==> config.mk <==
export PLATFORM = sky130hd
export DESIGN_NAME = odt_decoder
export DESIGN_NICKNAME = d
export VERILOG_FILES = /design/src/rtl/odt_decoder.v /design/src/rtl/odt_regfile.v
export VERILOG_INCLUDE_DIRS = /design/src /design/src/common
export SDC_FILE = /design/constraint.sdc
export NUM_CORES = 1
export LEC_CHECK = 0
export BUFFER_PORTS_ARGS = -buffer_cell sky130_fd_sc_hd__buf_2
export CORE_UTILIZATION = 45
export CTS_CLUSTER_DIAMETER = 80
export DETAILED_ROUTE_END_ITERATION = 8
export GPL_ROUTABILITY_DRIVEN = 0
export PLACE_DENSITY = 0.68
export SLEW_MARGIN = 0
export SYNTH_ARGS = -nofsm -noshare
export SYNTH_HDL_FRONTEND = slang
export SYNTH_SLANG_ARGS = --single-unit
==> constraint.sdc <==
create_clock -name ref_clk_i -period 3.55 [get_ports ref_clk_i]
set_input_delay 0.1775 -clock ref_clk_i [delete_from_list [all_inputs] [get_ports ref_clk_i]]
set_output_delay 0.1775 -clock ref_clk_i [all_outputs]
set_load 0.01 [all_outputs]
==> src/common/odt_defs.vh <==
/*
 decode constants for the opcode decode and timing block: opcodes,
 field positions, segment codes and minimum clock counts.
 assumes inclusion by bare name from rtl files.
*/
`ifndef ODT_DEFS_VH
`define ODT_DEFS_VH

// addressing form byte field positions
`define ODT_MOD_HI      7
`define ODT_MOD_LO      6
`define ODT_REG_HI      5
`define ODT_REG_LO      3
`define ODT_RM_HI       2
`define ODT_RM_LO       0

// addressing form codes
`define ODT_MOD_NODISP  2'b00
`define ODT_MOD_DISP8   2'b01
`define ODT_MOD_DISP16  2'b10
`define ODT_MOD_REG     2'b11
`define ODT_RM_DIRECT   3'b110

// segment codes
`define ODT_SEG_EXTRA   2'b00
`define ODT_SEG_CODE    2'b01
`define ODT_SEG_STACK   2'b10
`define ODT_SEG_DATA    2'b11

// opcodes
`define ODT_OP_LOCK     8'hf0
`define ODT_OP_CTOG     8'hf5
`define ODT_OP_BEQ      8'h74
`define ODT_OP_LOOP     8'he2
`define ODT_OP_BCXZ     8'he3
`define ODT_OP_INTO     8'hce
`define ODT_OP_RETFI    8'hca
`define ODT_OP_CLC      8'hf8
`define ODT_OP_STC      8'hf9
`define ODT_OP_CLI      8'hfa
`define ODT_OP_STI      8'hfb
`define ODT_OP_CLD      8'hfc
`define ODT_OP_STD      8'hfd
`define ODT_OP_TEST_RM  7'h42
`define ODT_OP_FILL     7'h55
`define ODT_OP_COPY     7'h52
`define ODT_OP_ITER     7'h79
`define ODT_OP_SEGPFX_HI 3'b001
`define ODT_OP_SEGPFX_LO 3'b110
`define ODT_OP_JCC_HI   4'h7

// minimum clock counts
`define ODT_CLK_EA      8'h04
`define ODT_CLK_FLAG    8'h02
`define ODT_CLK_LOCK    8'h02
`define ODT_CLK_JCC_NT  8'h04
`define ODT_CLK_JCC_T   8'h0d
`define ODT_CLK_LOOP_NT 8'h06
`define ODT_CLK_LOOP_T  8'h10
`define ODT_CLK_CXZ_NT  8'h05
`define ODT_CLK_CXZ_T   8'h0f
`define ODT_CLK_INTO_T  8'h30
`define ODT_CLK_INTO_NT 8'h04
`define ODT_CLK_RETFI   8'h19
`define ODT_CLK_FILL    8'h0a
`define ODT_CLK_COPY_B  8'h08
`define ODT_CLK_COPY_N  8'h08
`define ODT_CLK_TEST_R  8'h03
`define ODT_CLK_TEST_M  8'h0a

`endif

==> src/rtl/odt_decoder.v <==
/*
 instruction decoder for the 16-bit core: prefixes, addressing form
 byte, displacement, operand location, segment choice, and minimum
 clock counts for logic, string, control and flag instructions.
 assumes a prefetch queue on the same clock presenting one byte with
 a valid flag; a byte is consumed in any fetch-state cycle with q_valid_i high, and byte_take_o is high the cycle after.
 word registers: 0 ax,1 cx,2 dx,3 bx,4 sp,5 bp,6 si,7 di.
*/
`timescale 1ns/10ps
`include "odt_defs.vh"
// Overview of operation
// - form 11 means operand is register
// - form 01 one byte displacement, sign-extended
// - form 10 two byte displacement, low first
// - selector codes pick base/index pairs plus displacement
// - form 00 selector 110 is direct address
// - operand location adds no counted clocks
// - displacement precedes immediate data bytes
// - segment prefix 001rr110 picks segment
// - byte register codes pass out as raw 3-bit codes
// - frame base pointer operands use stack
// - string destination always uses extra segment
// - flag-only AND writes no result
// - iterate prefix repeats by count; copy 8+8n
// - short conditional jumps cost 4/13; only BEQ (74h) is ever taken, the others always cost 4
// - count loop decrements, costs 6/16
// - branch on count empty costs 5/15
// - overflow trap costs 48/4
// - lock prefix locks next instruction, 2 clocks
// - far return with immediate, 25 clocks
// - carry toggle and flag ops, 2 clocks
// - block fill stores accumulator, 10 clocks
module odt_decoder (
    // clock and reset
    input  wire        ref_clk_i,
    input  wire        sys_rst_i,
    // prefetch queue
    input  wire [7:0]  q_byte_i,
    input  wire        q_valid_i,
    output reg         byte_take_o,
    // processor flags from execution
    input  wire        flag_zero_i,
    input  wire        flag_ovf_i,
    // decoded instruction
    output reg         done_o,
    output reg  [7:0]  opcode_o,
    output reg  [7:0]  clocks_o,
    output reg         word_op_o,
    output reg         reg_operand_o,
    output reg  [2:0]  reg_sel_o,
    output reg  [2:0]  rm_reg_o,
    output reg  [15:0] operand_location_o,
    output reg  [1:0]  seg_sel_o,
    output reg  [1:0]  dst_seg_o,
    output reg  [15:0] imm_o,
    output reg         result_write_o,
    output reg         branch_taken_o,
    output reg         trap_o,
    output reg         bus_lock_o,
    output reg         carry_toggle_o,
    // register file write for tests and execution loading
    input  wire        rf_wr_en_i,
    input  wire [2:0]  rf_wr_idx_i,
    input  wire [15:0] rf_wr_data_i,
    output reg  [15:0] count_register_o
);
    // decoder states
    localparam ST_OP   = 3'd0;
    localparam ST_MRM  = 3'd1;
    localparam ST_DLO  = 3'd2;
    localparam ST_DHI  = 3'd3;
    localparam ST_ILO  = 3'd4;
    localparam ST_IHI  = 3'd5;
    localparam ST_EA   = 3'd6;
    localparam ST_FIN  = 3'd7;

    reg  [2:0]  state;
    reg  [7:0]  op;
    reg  [7:0]  mrm;
    reg  [15:0] disp;
    reg  [15:0] imm;
    reg  [1:0]  seg_ovr;
    reg         seg_ovr_v;
    reg         lock_pend;
    reg         iter_pend;
    reg  [7:0]  pfx_clk;
    reg         has_mrm;
    reg         imm_any;
    reg  [15:0] cnt_reg;

    wire [15:0] rd_a;
    wire [15:0] rd_b;
    wire        take = q_valid_i;
    wire [1:0]  f_mod = mrm[`ODT_MOD_HI:`ODT_MOD_LO];
    wire [2:0]  f_rm  = mrm[`ODT_RM_HI:`ODT_RM_LO];

    // base and index word indices for the operand location
    function [5:0] ea_regs;
        input [2:0] rm;
        begin
            case (rm)
                3'd0:    ea_regs = {3'd3, 3'd6};
                3'd1:    ea_regs = {3'd3, 3'd7};
                3'd2:    ea_regs = {3'd5, 3'd6};
                3'd3:    ea_regs = {3'd5, 3'd7};
                3'd4:    ea_regs = {3'd6, 3'd6};
                3'd5:    ea_regs = {3'd7, 3'd7};
                3'd6:    ea_regs = {3'd5, 3'd5};
                default: ea_regs = {3'd3, 3'd3};
            endcase
        end
    endfunction

    // true when selector uses only one register
    function single_reg;
        input [2:0] rm;
        begin
            single_reg = rm[2];
        end
    endfunction

    // true when frame base pointer takes part
    function uses_frame;
        input [1:0] md;
        input [2:0] rm;
        begin
            uses_frame = (rm == 3'd2) || (rm == 3'd3) ||
                         ((rm == `ODT_RM_DIRECT) &&
                          (md != `ODT_MOD_NODISP));
        end
    endfunction

    wire [5:0]  ea_pair = ea_regs((state == ST_MRM) ? q_byte_i[2:0] : f_rm);

    odt_regfile #(
        .WIDTH (16)
    ) u_rf (
        .ref_clk_i (ref_clk_i),
        .sys_rst_i (sys_rst_i),
        .wr_en_i   (rf_wr_en_i),
        .wr_idx_i  (rf_wr_idx_i),
        .wr_data_i (rf_wr_data_i),
        .rd_a_idx_i(ea_pair[5:3]),
        .rd_b_idx_i(ea_pair[2:0]),
        .rd_a_o    (rd_a),
        .rd_b_o    (rd_b)
    );

    // shadow of the count register for branch decisions
    always @(posedge ref_clk_i) begin
        if (sys_rst_i) begin
            cnt_reg <= 16'h0000;
        end else if (rf_wr_en_i && (rf_wr_idx_i == 3'd1)) begin
            cnt_reg <= rf_wr_data_i;
        end else if (state == ST_FIN && op == `ODT_OP_LOOP) begin
            cnt_reg <= cnt_reg - 16'h0001;
        end
    end

    // classify the opcode that just arrived
    always @* begin
        has_mrm    = 1'b0;
        imm_any    = 1'b0;
        if (q_byte_i[7:1] == `ODT_OP_TEST_RM) begin
            has_mrm = 1'b1;
        end
        if (q_byte_i == `ODT_OP_RETFI) begin
            imm_any    = 1'b1;
        end
        if (q_byte_i[7:4] == `ODT_OP_JCC_HI ||
            q_byte_i == `ODT_OP_LOOP || q_byte_i == `ODT_OP_BCXZ) begin
            imm_any = 1'b1;
        end
    end

    // main sequencer
    always @(posedge ref_clk_i) begin
        if (sys_rst_i) begin
            state <= ST_OP; op <= 8'h00; mrm <= 8'h00;
            disp <= 16'h0000; imm <= 16'h0000;
            seg_ovr <= 2'b00; seg_ovr_v <= 1'b0;
            lock_pend <= 1'b0; iter_pend <= 1'b0; pfx_clk <= 8'h00;
            byte_take_o <= 1'b0; done_o <= 1'b0; opcode_o <= 8'h00;
            clocks_o <= 8'h00; word_op_o <= 1'b0; reg_operand_o <= 1'b0;
            reg_sel_o <= 3'd0; rm_reg_o <= 3'd0;
            operand_location_o <= 16'h0000; seg_sel_o <= 2'b11;
            dst_seg_o <= 2'b00; imm_o <= 16'h0000;
            result_write_o <= 1'b0; branch_taken_o <= 1'b0;
            trap_o <= 1'b0; bus_lock_o <= 1'b0; carry_toggle_o <= 1'b0;
            count_register_o <= 16'h0000;
        end else begin
            done_o         <= 1'b0;
            byte_take_o    <= 1'b0;
            trap_o         <= 1'b0;
            carry_toggle_o <= 1'b0;
            count_register_o <= cnt_reg;
            case (state)
                ST_OP: if (take) begin
                    byte_take_o <= 1'b1;
                    if (q_byte_i[7:5] == `ODT_OP_SEGPFX_HI &&
                        q_byte_i[2:0] == `ODT_OP_SEGPFX_LO) begin
                        seg_ovr   <= q_byte_i[4:3];
                        seg_ovr_v <= 1'b1;
                        pfx_clk   <= pfx_clk + `ODT_CLK_FLAG;
                    end else if (q_byte_i == `ODT_OP_LOCK) begin
                        lock_pend <= 1'b1;
                        pfx_clk   <= pfx_clk + `ODT_CLK_LOCK;
                    end else if (q_byte_i[7:1] == `ODT_OP_ITER) begin
                        iter_pend <= 1'b1;
                    end else begin
                        op <= q_byte_i;
                        word_op_o  <= q_byte_i[0];
                        bus_lock_o <= lock_pend;
                        if (has_mrm) begin
                            state <= ST_MRM;
                        end else if (imm_any) begin
                            state <= ST_ILO;
                        end else begin
                            state <= ST_FIN;
                        end
                    end
                end
                ST_MRM: if (take) begin
                    byte_take_o <= 1'b1;
                    mrm  <= q_byte_i;
                    disp <= 16'h0000;
                    case (q_byte_i[`ODT_MOD_HI:`ODT_MOD_LO])
                        `ODT_MOD_DISP8:  state <= ST_DLO;
                        `ODT_MOD_DISP16: state <= ST_DLO;
                        `ODT_MOD_NODISP: state <=
                            (q_byte_i[2:0] == `ODT_RM_DIRECT) ?
                            ST_DLO : ST_EA;
                        default:         state <= ST_FIN;
                    endcase
                end
                ST_DLO: if (take) begin
                    byte_take_o <= 1'b1;
                    if (f_mod == `ODT_MOD_DISP8) begin
                        disp  <= {{8{q_byte_i[7]}}, q_byte_i};
                        state <= ST_EA;
                    end else begin
                        disp[7:0] <= q_byte_i;
                        state     <= ST_DHI;
                    end
                end
                ST_DHI: if (take) begin
                    byte_take_o <= 1'b1;
                    disp[15:8]  <= q_byte_i;
                    state       <= ST_EA;
                end
                ST_EA: begin
                    if (f_mod == `ODT_MOD_NODISP &&
                        f_rm == `ODT_RM_DIRECT) begin
                        operand_location_o <= disp;
                    end else if (single_reg(f_rm)) begin
                        operand_location_o <= rd_a + disp;
                    end else begin
                        operand_location_o <= rd_a + rd_b + disp;
                    end
                    state <= ST_FIN;
                end
                ST_ILO: if (take) begin
                    byte_take_o <= 1'b1;
                    imm <= {{8{q_byte_i[7]}}, q_byte_i};
                    state <= (op == `ODT_OP_RETFI) ? ST_IHI : ST_FIN;
                end
                ST_IHI: if (take) begin
                    byte_take_o <= 1'b1;
                    imm[15:8]   <= q_byte_i;
                    state       <= ST_FIN;
                end
                ST_FIN: begin
                    done_o   <= 1'b1;
                    opcode_o <= op;
                    imm_o    <= imm;
                    reg_sel_o <= mrm[`ODT_REG_HI:`ODT_REG_LO];
                    rm_reg_o  <= f_rm;
                    reg_operand_o <= has_mrm_op(op) &&
                                     (f_mod == `ODT_MOD_REG);
                    if (seg_ovr_v) begin
                        seg_sel_o <= seg_ovr;
                    end else if (uses_frame(f_mod, f_rm)) begin
                        seg_sel_o <= `ODT_SEG_STACK;
                    end else begin
                        seg_sel_o <= `ODT_SEG_DATA;
                    end
                    dst_seg_o <= `ODT_SEG_EXTRA;
                    result_write_o <= (op[7:1] == `ODT_OP_FILL) ||
                                      (op[7:1] == `ODT_OP_COPY);
                    branch_taken_o <= 1'b0;
                    clocks_o <= pfx_clk;
                    if (op[7:1] == `ODT_OP_TEST_RM) begin
                        clocks_o <= pfx_clk + ((f_mod == `ODT_MOD_REG) ?
                                    `ODT_CLK_TEST_R : `ODT_CLK_TEST_M);
                    end else if (op[7:4] == `ODT_OP_JCC_HI) begin
                        branch_taken_o <= (op == `ODT_OP_BEQ) &&
                                          flag_zero_i;
                        clocks_o <= pfx_clk + (((op == `ODT_OP_BEQ) &&
                                    flag_zero_i) ? `ODT_CLK_JCC_T :
                                    `ODT_CLK_JCC_NT);
                    end else if (op == `ODT_OP_LOOP) begin
                        branch_taken_o <= (cnt_reg != 16'h0001);
                        clocks_o <= pfx_clk + ((cnt_reg != 16'h0001) ?
                                    `ODT_CLK_LOOP_T : `ODT_CLK_LOOP_NT);
                    end else if (op == `ODT_OP_BCXZ) begin
                        branch_taken_o <= (cnt_reg == 16'h0000);
                        clocks_o <= pfx_clk + ((cnt_reg == 16'h0000) ?
                                    `ODT_CLK_CXZ_T : `ODT_CLK_CXZ_NT);
                    end else if (op == `ODT_OP_INTO) begin
                        trap_o   <= flag_ovf_i;
                        clocks_o <= pfx_clk + (flag_ovf_i ?
                                    `ODT_CLK_INTO_T : `ODT_CLK_INTO_NT);
                    end else if (op == `ODT_OP_RETFI) begin
                        clocks_o <= pfx_clk + `ODT_CLK_RETFI;
                    end else if (op == `ODT_OP_CTOG) begin
                        carry_toggle_o <= 1'b1;
                        clocks_o <= pfx_clk + `ODT_CLK_FLAG;
                    end else if (op >= `ODT_OP_CLC &&
                                 op <= `ODT_OP_STD) begin
                        clocks_o <= pfx_clk + `ODT_CLK_FLAG;
                    end else if (op[7:1] == `ODT_OP_FILL) begin
                        clocks_o <= pfx_clk + `ODT_CLK_FILL;
                    end else if (op[7:1] == `ODT_OP_COPY &&
                                 iter_pend) begin
                        clocks_o <= pfx_clk + `ODT_CLK_COPY_B +
                                    (`ODT_CLK_COPY_N * cnt_reg[7:0]);
                    end
                    seg_ovr_v <= 1'b0;
                    lock_pend <= 1'b0;
                    iter_pend <= 1'b0;
                    pfx_clk   <= 8'h00;
                    mrm       <= 8'h00;
                    state     <= ST_OP;
                end
                default: state <= ST_OP;
            endcase
        end
    end

    // opcodes decoded here that carry an addressing form byte
    function has_mrm_op;
        input [7:0] o;
        begin
            has_mrm_op = (o[7:1] == `ODT_OP_TEST_RM);
        end
    endfunction
endmodule

==> src/rtl/odt_regfile.v <==
/*
 small general register file of eight 16-bit words, word access only,
 read data registered.
 assumes one write port driven by the decoder on the same clock.
*/
`timescale 1ns/10ps
module odt_regfile #(
    parameter WIDTH = 16
) (
    // clock and reset
    input  wire             ref_clk_i,
    input  wire             sys_rst_i,
    // write port
    input  wire             wr_en_i,
    input  wire [2:0]       wr_idx_i,
    input  wire [WIDTH-1:0] wr_data_i,
    // read ports
    input  wire [2:0]       rd_a_idx_i,
    input  wire [2:0]       rd_b_idx_i,
    output reg  [WIDTH-1:0] rd_a_o,
    output reg  [WIDTH-1:0] rd_b_o
);
    reg [WIDTH-1:0] mem [0:7];
    integer k;

    // write and registered read; reset clears all words
    always @(posedge ref_clk_i) begin
        if (sys_rst_i) begin
            for (k = 0; k < 8; k = k + 1) begin
                mem[k] <= {WIDTH{1'b0}};
            end
            rd_a_o <= {WIDTH{1'b0}};
            rd_b_o <= {WIDTH{1'b0}};
        end else begin
            if (wr_en_i) begin
                mem[wr_idx_i] <= wr_data_i;
            end
            rd_a_o <= mem[rd_a_idx_i];
            rd_b_o <= mem[rd_b_idx_i];
        end
    end
endmodule

# Yosys cells after proc, flatten, opt, wreduce, memory -nomap -nowiden
# Memories as Yosys holds them, arrays and structs flattened. A register that Yosys moved wholly into a read port is not among the register bits.
# Index checks and enable logic that the tools add are counted.
[classes]
n_bitwise = 6
reduce_logical = 44
order_cmp = 2
n_eq_ne = 55
n_mux = 82
addsub = 14
[op_table]
columns = ["cell", "count"]
rows = [
  ["$mux 16", 8],
  ["$mux 8", 15],
  ["$eq 8x8->1 const B", 9],
  ["$pmux 8 s2", 4],
  ["$add 16x16->16", 3],
  ["$mux 3", 14],
  ["$pmux 6 s7", 1],
  ["$eq 7x7->1 const B", 5],
  ["$eq 3x3->1 const B", 9],
  ["$mux 1", 26],
  ["$ne 2x2->1 const B", 13],
  ["$add 8x4->8", 3],
  ["$pmux 3 s8", 1],
  ["$pmux 8 s3", 1],
  ["$eq 3x2->1 const B", 6],
  ["$add 8x4->8 const B", 2],
  ["$logic_not 16->1", 1],
  ["$ne 16x1->1 const B", 1],
  ["$reduce_or 16->1", 1],
  ["$sub 16x1->16 const B", 1],
  ["$reduce_and 3->1", 5],
  ["$reduce_and 5->1", 3],
  ["$eq 3x1->1 const B", 4],
  ["$mux 4", 3],
  ["31 further kinds", 64],
]
[word_totals]
ram_bits = 128
wordCells = 234
ff_bits = 161
output_inout_bits = 83
input_bits = 33
mem_count = 1
[mem_list]
columns = ["memory", "words", "word_bits", "read_ports", "rd_ports_with_merged_regs", "write_ports", "line_no", "source"]
rows = [
  ["u_rf.mem", 8, 16, 2, 2, 8, "odt_regfile.v:23", "reg [WIDTH-1:0] mem [0:7];"],
]

# Longest topological paths before layout
# Gate-level depths: netlist of run 1.
[depth]
ltp_word = 12
mapped_depth = 13
depth_no_buf = 13

# Cells and area by module
# From an unflattened synthesis of run 1, not the netlist that was laid out.
[hier_totals]
hier_cells = 1730
hier_area_um2 = 17578.1
[by_module_without_submodules]
columns = ["mod", "instances", "area_each_um2", "seq_area_each_um2", "cells_per_inst"]
rows = [
  ["odt_decoder", 1, 10047.1, 3183.1, 1263],
  ["odt_regfile", 1, 7531.0, 4484.3, 467],
]

# Worst setup path before layout of run 1
# OpenSTA, ideal clock, no wires.
[synth_timing]
path_type = "register to register"
startpoint = "register cnt_reg[3]"
endpoint = "register clocks_o[5]"
n_path_buf = 0
path_stages_with_launch = 13
path_slack_ps = 468
synth_period_minus_slack_ps = 3082
t_arrival_ps = 2967
setup_ps = 114
required_time_ps = 3436
cell_sequence = "dfxtp_1 > or4_1 > nor2_1 > nand4_1 > inv_1 > ha_1 > inv_1 > fa_1 > o21bai_1 > o22ai_1 > o31ai_1 > nor2_1 > a2111oi_0"
[synth_via]
elab_chain_cells = 7
elab_cells_between_ends = 10
classes_between = "add/sub (2); eq/ne (1); mux (6); reduce/logical (1)"
[synth_rtl]
columns = ["item", "line_no", "source"]
rows = [
  ["start, declared", "odt_decoder.v:89", "reg [15:0] cnt_reg;"],
  ["start signal, assigned", "odt_decoder.v:154", "cnt_reg <= rf_wr_data_i;"],
  ["start signal, assigned", "odt_decoder.v:156", "cnt_reg <= cnt_reg - 16'h0001;"],
  ["$logic_not 16->1", "odt_decoder.v:307", "clocks_o <= pfx_clk + ((cnt_reg == 16'h0000) ?"],
  ["$mux 4 (no source line)", "--", ""],
  ["$add 8x4->8", "odt_decoder.v:307", ""],
  ["$mux 8", "odt_decoder.v:305", "end else if (op == `ODT_OP_BCXZ) begin"],
  ["$mux 8 *", "odt_decoder.v:301", "end else if (op == `ODT_OP_LOOP) begin"],
  ["$mux 8 *", "odt_decoder.v:295", "end else if (op[7:4] == `ODT_OP_JCC_HI) begin"],
  ["$mux 8 *", "odt_decoder.v:292", "if (op[7:1] == `ODT_OP_TEST_RM) begin"],
  ["end signal, assigned", "odt_decoder.v:293", "clocks_o <= pfx_clk + ((f_mod == `ODT_MOD_REG) ?"],
  ["end signal, assigned", "odt_decoder.v:303", "clocks_o <= pfx_clk + ((cnt_reg != 16'h0001) ?"],
  ["end signal, assigned", "odt_decoder.v:307", ""],
  ["end, declared", "odt_decoder.v:47", "output reg [7:0] clocks_o,"],
]
# Mark *: on every way between the ends. The rest lies on a longest branch, timed or not.
# A chain may end at the register's enable or synchronous reset.

# Worst setup path in the final report of run 1
[layout_timing]
startpoint = "register cnt_reg[3]"
endpoint = "register clocks_o[7]"
[layout_via]
elab_chain_cells = 11
elab_cells_between_ends = 17
classes_between = "add/sub (3); eq/ne (1); mux (12); reduce/logical (1)"
[layout_rtl]
columns = ["item", "line_no", "source"]
rows = [
  ["$add 8x8->8", "odt_decoder.v:325", "clocks_o <= pfx_clk + `ODT_CLK_COPY_B +"],
  ["$mux 8", "odt_decoder.v:323", "end else if (op[7:1] == `ODT_OP_COPY &&"],
  ["$mux 8", "odt_decoder.v:321", "end else if (op[7:1] == `ODT_OP_FILL) begin"],
  ["$mux 8", "odt_decoder.v:318", "end else if (op >= `ODT_OP_CLC &&"],
  ["$mux 8", "odt_decoder.v:315", "end else if (op == `ODT_OP_CTOG) begin"],
  ["$mux 8", "odt_decoder.v:313", "end else if (op == `ODT_OP_RETFI) begin"],
  ["$mux 8", "odt_decoder.v:309", "end else if (op == `ODT_OP_INTO) begin"],
  ["$mux 8", "odt_decoder.v:305", ""],
  ["$mux 8 *", "odt_decoder.v:301", ""],
  ["$mux 8 *", "odt_decoder.v:295", ""],
  ["$mux 8 *", "odt_decoder.v:292", ""],
]
# Marks and branches as above.

==> results of run 1 <==
[cell usage after synthesis (14+ instances only)]
cell type / instances / area, um2
nand2_1: 206 / 773
dfxtp_1: 191 / 3820
a21oi_1: 132 / 661
nor2_1: 130 / 488
clkbuf_1: 94 / 353
a211oi_1: 83 / 623
and2_1: 71 / 444
edfxtp_1: 64 / 1920
ha_1: 54 / 676
o21ai_0: 51 / 255
nand3_1: 50 / 250
nor2b_1: 43 / 269
inv_1: 39 / 146
xnor2_1: 36 / 315
mux2i_1: 31 / 310
nor3_1: 30 / 150
xor2_1: 25 / 219
o22ai_1: 23 / 144
fa_1: 19 / 380
a31oi_1: 14 / 87.6
[power by group]
group | switching [mW] | internal, mW | total [mW]
registers | 0.141 | 3.12 | 3.26
clock network | 1.23 | 1.74 | 2.97
logic | 0.657 | 0.443 | 1.10
[worst max-delay path: cells and delay by family (launching register included)]
family	cells	cell delay, ns
and+or+nand+nor	5	1.38
AOI/OAI and AO/OA	4	0.76
adders and majority gates	2	0.58
DFF	1	0.31
buffers and inverters	2	0.17
[repair_timing]
| item | in CTS | in global routing |
|---|---|---|
| hold buffers | 13 | 0 |
| endpoints found under the hold margin | 42 | 0 |
| endpoints found under the setup margin | 0 | 4 |
| resized for setup | 0 | 1 |
[cell type report]
class                   count  area (um2)
repair buffers            163         980
multi-input cells        1191        7590
clock buffers              36         793
well taps                 390         488
fillers                  2756       14100
inverters                  40         150
flip-flops and latches    255        5750
clock inverters            16         163
[routing by layer]
| metal | global-route usage | part of all wire | up-vias | wire (um) |
|---|---|---|---|---|
| met5 | 0 | 0 | - | 0 |
| met2 | 0.368 | 0.45 | 458 | 16600 |
| li1 | - | - | 5834 | - |
| met1 | 0.335 | 0.45 | 5590 | 16800 |
| met4 | 0.0751 | 0.028 | 0 | 1020 |
| met3 | 0.0349 | 0.068 | 77 | 2520 |
[path summary, 6_finish.rpt]
| kind | startpoint | to | slack, ns | cells after the start |
|---|---|---|---|---|
| setup reg to reg | cnt_reg[3]$_SDFFE_PP0P_ | clocks_o[7]$_SDFFE_PP0P_ | 0.30 | 13 |
| hold reg to reg | operand_location_o[10]$_SDFFE_PP0P_ | operand_location_o[10]$_SDFFE_PP0P_ | 0.45 | 2 |
| setup / recovery | cnt_reg[3]$_SDFFE_PP0P_ | clocks_o[7]$_SDFFE_PP0P_ | 0.30 | 13 |
| hold / removal | rf_wr_data_i[9] | u_rf.mem[7][9]$_SDFFCE_PN0P_ | 0.002 | 2 |
[cell families after synthesis]
logic type	synth area share
other	0.000541
adders and majority gates	0.0760
muxes	0.0223
and+or+nand+nor	0.219
AOI/OAI and AO/OA	0.188
buffers and inverters	0.0424
DFF	0.414
xor gates and xnor gates	0.0385
==> results.sh, run 1 <==
export IMPL_drt_initial_drc_count=973
export IMPL_final_setup_worst_slack_ns=0.301
export IMPL_via_per_inst=5.72
export IMPL_cts_root_buf="clkbuf_16"
export IMPL_grt_pass1_vias=11400
export IMPL_path_class="reg2reg"
export IMPL_final_nets=1785
export IMPL_core_um2=30000
export IMPL_worst_pin_slew_ns=1.29
export IMPL_vias=12000
export IMPL_tns_ns=0
export IMPL_io_pins=116
export IMPL_worstHoldPathType="in2reg"
export IMPL_die_h_um=178
export IMPL_top_register="u_rf.mem"
export IMPL_relSlewSlack=0.132
export IMPL_worstSkewPairLatency_ns=0.55
export IMPL_slew_viol_final=0
export IMPL_yosys_warnings=0
export IMPL_overflow=0
export IMPL_clock_skew_ns=0.0241
export IMPL_port_buffers=113
export IMPL_path_clk_slew_ns=0.06
export IMPL_syn_area_um2=13900
export IMPL_ys_types=78
export IMPL_fmax_ghz=0.308
export IMPL_start_kind="flip-flop"
export IMPL_rows=63
export IMPL_synth_async_reset_ratio=0
export IMPL_timing_final_crit_period_ns=3.25
export IMPL_critPathMaxStageDelay_ns=0.60
export IMPL_report_final_hold_viol_count=0
export IMPL_drt_drc_violations_left=0
export IMPL_rsz0062_at_grt="false"
export IMPL_cp_common_cell="inv_1"
export IMPL_cts_tree="built"
export IMPL_maxCapViolCount=0
export IMPL_slowest_stage="or4_1"
export IMPL_antenna_found_initial=1
export IMPL_post_route_util=0.530
export IMPL_stdcell_area_um2=15900
export IMPL_clk_path_buf_depth=3
export IMPL_place_hpwl_um=25800
export IMPL_die_w_um=178
export IMPL_drive_gt1_frac=0.133
export IMPL_hold_ws_ns=0.00196
export IMPL_antenna_cells=0
export IMPL_placed_cells=2026
export IMPL_fin_crit_sh=0.915
export IMPL_ys_seq_elements=255
export IMPL_placed_area_um2=14800
export IMPL_grt_pass1_wl_um=60200
export IMPL_ir_worst_vdd_mv=0.357
export IMPL_grt_max_degree=77
export IMPL_outcome="completed"
export IMPL_worstPathArrival_ns=3.73
export IMPL_avgRoutedWirePerCell_um=17.7
export IMPL_ant_nets=0
export IMPL_critical_path_cell_chain="or4_1 -> nor2_2 -> nand4_1 -> inv_1 -> ha_1 -> inv_1 -> fa_1 -> o21bai_1 -> a2bb2oi_1 -> nor2b_1 -> o31ai_1 -> a21boi_0 -> nor3_1"
export IMPL_dieArea_um2=31600
export IMPL_final_cells=2091
export IMPL_avgSynthCellArea_um2=8.70
export IMPL_power_density_nw_per_um2=461
export IMPL_area_delta_synth_final_pct=14.5
export IMPL_place_ws_ns=0.182
export IMPL_final_common_cell="nand2_1"
export IMPL_start_util=0.463
export IMPL_postCtsSetupBuffers=0
export IMPL_wl_um=36900
export IMPL_required_ns=4.03
export IMPL_setup_viol=0
export IMPL_cts_sinks=255
export IMPL_crit_path_end_kind="flip-flop"
export IMPL_seq_area_frac_synth=0.414
export IMPL_grtUsageTotal=0.236
export IMPL_crit_fanout=5
export IMPL_final_cell_mix="nand2_1 (206), dfxtp_1 (191), a21oi_1 (132)"
export IMPL_synth_edff_count=64
export IMPL_leakage_nw=6.20
export IMPL_htree_num_levels=1
export IMPL_power_mw=7.33
export IMPL_dr_pass1_iters=5
export IMPL_numCtsBuffers=28
export IMPL_synthFlopType="dfxtp_1"
export IMPL_largest_reg_flops=64
export IMPL_synth_cells=1596
No activity file was read; power rests on OpenSTA's default activity.
==> run 2, diff against run 1 <==
--- a/config.mk
+++ b/config.mk
@@ -6,12 +6,13 @@
 export SDC_FILE = /design/constraint.sdc
 export NUM_CORES = 1
 export LEC_CHECK = 0
+export ABC_AREA = 1
 export BUFFER_PORTS_ARGS = -buffer_cell sky130_fd_sc_hd__buf_2
-export CORE_UTILIZATION = 45
+export CORE_UTILIZATION = 60
 export CTS_CLUSTER_DIAMETER = 80
 export DETAILED_ROUTE_END_ITERATION = 8
 export GPL_ROUTABILITY_DRIVEN = 0
-export PLACE_DENSITY = 0.68
+export PLACE_DENSITY = 0.85
 export SLEW_MARGIN = 0
 export SYNTH_ARGS = -nofsm -noshare
 export SYNTH_HDL_FRONTEND = slang
==> run 2 against run 1 <==
  * Sequential share of layout area is 0.28 points lower
  * Largest cell class unchanged
  * Largest power group unchanged
  * Critical path depth is 5 higher
  * Register-to-register slack improved by 0.07 ns
  * Via count is 16% higher
==> results.sh, run 2 <==
export IMPL_critical_path_cell_chain="nor2_1 -> inv_1 -> nor3_1 -> nand3_1 -> inv_1 -> nand3_1 -> inv_1 -> ha_1 -> inv_1 -> fa_1 -> o21ai_0 -> nand2_1 -> o21ai_0 -> a21oi_1 -> nor2_1 -> nand2_1 -> nand2_1 -> a21oi_1"
export IMPL_overflow=0
export IMPL_postCtsSetupBuffers=0
export IMPL_numCtsBuffers=27
export IMPL_relSlewSlack=0.319
export IMPL_worstPathArrival_ns=3.62
export IMPL_tns_ns=0
export IMPL_ys_top_cells_by_area="dfxtp_1 (27%), edfxtp_1 (14%), nand2_1 (8.9%)"
export IMPL_final_common_cell="nand2_1"
export IMPL_outcome="completed"
export IMPL_top_register="u_rf.mem"
export IMPL_timing_final_crit_period_ns=3.18
export IMPL_cp_common_cell="inv_1"
export IMPL_port_buffers=113
export IMPL_post_synth_top_count_cell="nand2_1"
export IMPL_hold_ws_ns=0.0181
export IMPL_cts_root_buf="clkbuf_16"
export IMPL_seq_area_frac_synth=0.404
export IMPL_yosys_warnings=0
export IMPL_synth_xor_area_frac=0.0117
export IMPL_busiest_layer="met2"
export IMPL_cts_sinks=255
export IMPL_ys_seq_elements=255
export IMPL_ctsResizeCount=0
export IMPL_grt_pass1_wl_um=63100
export IMPL_drt_initial_drc_count=1689
export IMPL_synth_cells=1915
export IMPL_fmax_ghz=0.314
export IMPL_die_h_um=156
export IMPL_syn_area_um2=14200
export IMPL_core_um2=22900
export IMPL_grtUsageTotal=0.320
export IMPL_leakage_nw=7.24
export IMPL_use_met3=0.0503
export IMPL_fin_crit_sh=0.897
export IMPL_synth_async_reset_ratio=0
export IMPL_report_final_hold_viol_count=0
export IMPL_final_nets=2127
export IMPL_worst_pin_slew_ns=1.02
export IMPL_ant_nets=0
export IMPL_io_pins=116
export IMPL_clk_path_buf_depth=3
export IMPL_avgRoutedWirePerCell_um=16.5
export IMPL_synth_top_family_by_area="simple AND/OR/NAND/NOR gates"
export IMPL_drive_gt1_frac=0.108
export IMPL_grt_pass1_vias=13100
export IMPL_area_delta_synth_final_pct=12.6
export IMPL_slew_viol_final=0
export IMPL_clock_skew_ns=0.0144
export IMPL_vias=13900
export IMPL_path_class="reg2reg"
export IMPL_synth_edff_count=64
export IMPL_yosys_mux_area_fraction=0
export IMPL_die_w_um=156
export IMPL_rows=55
export IMPL_path_clk_slew_ns=0.06
export IMPL_slowest_stage="fa_1"
export IMPL_wl_um=38700
export IMPL_setup_viol=0
export IMPL_worstHoldPathType="in2reg"
export IMPL_place_hpwl_um=27900
export IMPL_avgSynthCellArea_um2=7.43
export IMPL_grt_max_degree=69
export IMPL_netlist_area_leader_share=0.269
export IMPL_cts_tree="built"
export IMPL_htree_num_levels=1
export IMPL_maxCapViolCount=0
export IMPL_synth_compound_area_share=0.205
export IMPL_power_density_nw_per_um2=508
export IMPL_crit_fanout=4
export IMPL_critPathMaxStageDelay_ns=0.40
export IMPL_dieArea_um2=24300
export IMPL_antenna_cells=0
export IMPL_start_kind="flip-flop"
export IMPL_gr_usage_met1=0.419
export IMPL_antenna_found_initial=0
export IMPL_synth_fa_ha_area_frac=0.0742
export IMPL_critPathTopFamily="simple AND/OR/NAND/NOR gates"
export IMPL_via_per_inst=5.90
export IMPL_drt_drc_violations_left=0
export IMPL_largest_reg_flops=64
export IMPL_worstSkewPairLatency_ns=0.54
export IMPL_post_synth_and_or_nand_nor_area_fraction=0.213
export IMPL_synthFlopType="dfxtp_1"
export IMPL_yosys_area_top_type="dfxtp_1"
export IMPL_crit_path_end_kind="flip-flop"
export IMPL_grt_use_met2=0.533
export IMPL_holdBufCountCts=16
export IMPL_ys_types=58
export IMPL_cp_buffers_inverters=4
export IMPL_dr_pass1_iters=6
export IMPL_netlist_top_cells_count="nand2_1 (336), inv_1 (228), nor2_1 (228)"
export IMPL_rsz0062_at_grt="false"
export IMPL_final_cell_mix="nand2_1 (336), nor2_1 (228), inv_1 (227)"
export IMPL_ir_worst_vdd_mv=0.374
export IMPL_start_util=0.621
export IMPL_required_ns=3.98
==> run 2: worst paths after layout <==
check / start / endpoint / slack [ns] / cells after the start
max: cnt_reg[8]$_SDFFE_PP0P_ / clocks_o[7]$_SDFFE_PP0P_ / 0.37 / 18
min: rf_wr_data_i[2] / cnt_reg[2]$_SDFFE_PP0P_ / 0.02 / 3
max reg2reg: cnt_reg[8]$_SDFFE_PP0P_ / clocks_o[7]$_SDFFE_PP0P_ / 0.37 / 18
min reg2reg: imm[6]$_SDFFE_PP0P_ / imm[6]$_SDFFE_PP0P_ / 0.45 / 2
==> run 2: final cells by class <==
class,count,area [um2]
clock inverters,16,125
fillers,1807,6890
repair buffers,151,891
clock buffers,33,728
multi-input cells,1334,7190
inverters,252,963
well taps,313,392
flip-flops and latches,255,5750
==> run 2: worst reg2reg max path: stages, from the launching register on <==
cell and delay (ns):
dfxtp_1 0.34, nor2_1 0.11, inv_1 0.09, nor3_1 0.32, nand3_1 0.23, inv_1 0.09
nand3_1 0.18, inv_1 0.14, ha_1 0.17, inv_1 0.06, fa_1 0.40, o21ai_0 0.36
nand2_1 0.12, o21ai_0 0.18, a21oi_1 0.06, nor2_1 0.09, nand2_1 0.05, nand2_1 0.05
a21oi_1 0.05
==> run 2: kinds of logic after synthesis <==
| group | after synthesis |
|---|---|
| other | 2 |
| AND/OR/NAND/NOR | 715 |
| AO/OA/AOI/OAI | 524 |
| XOR/XNOR | 19 |
| adder cells (fa/ha/maj) | 73 |
| buffers and inverters | 327 |
| flip-flops | 255 |
==> run 2: metal layers <==
metal	share of wire	vias to the layer above
li1	-	6610
met1	0.41	6276
met2	0.45	871
met3	0.11	129
met4	0.030	0
met5	0	-
==> run 2: per-stage QoR <==
stage	instance area, um2	util	cells	setup WS [ns]	power [mW]
after floorplan	14200	-	1916	0.970	4.86
after global placement	15000	0.655	2289	0.592	5.29
after detailed placement	15000	0.655	2289	0.467	5.38
after CTS	16000	0.700	2354	0.446	8.09
after global routing	16000	0.700	2354	0.0420	8.53
final	16000	0.700	2354	0.367	8.14
==> run 2: where the power goes <==
group	internal (mW)	total, mW	leakage, nW	switching, mW
Combinational	0.697	2.04	4.64	1.34
Sequential	3.17	3.37	2.17	0.200
Clock	1.54	2.73	0.433	1.18
Total	5.41	8.14	7.24	2.73
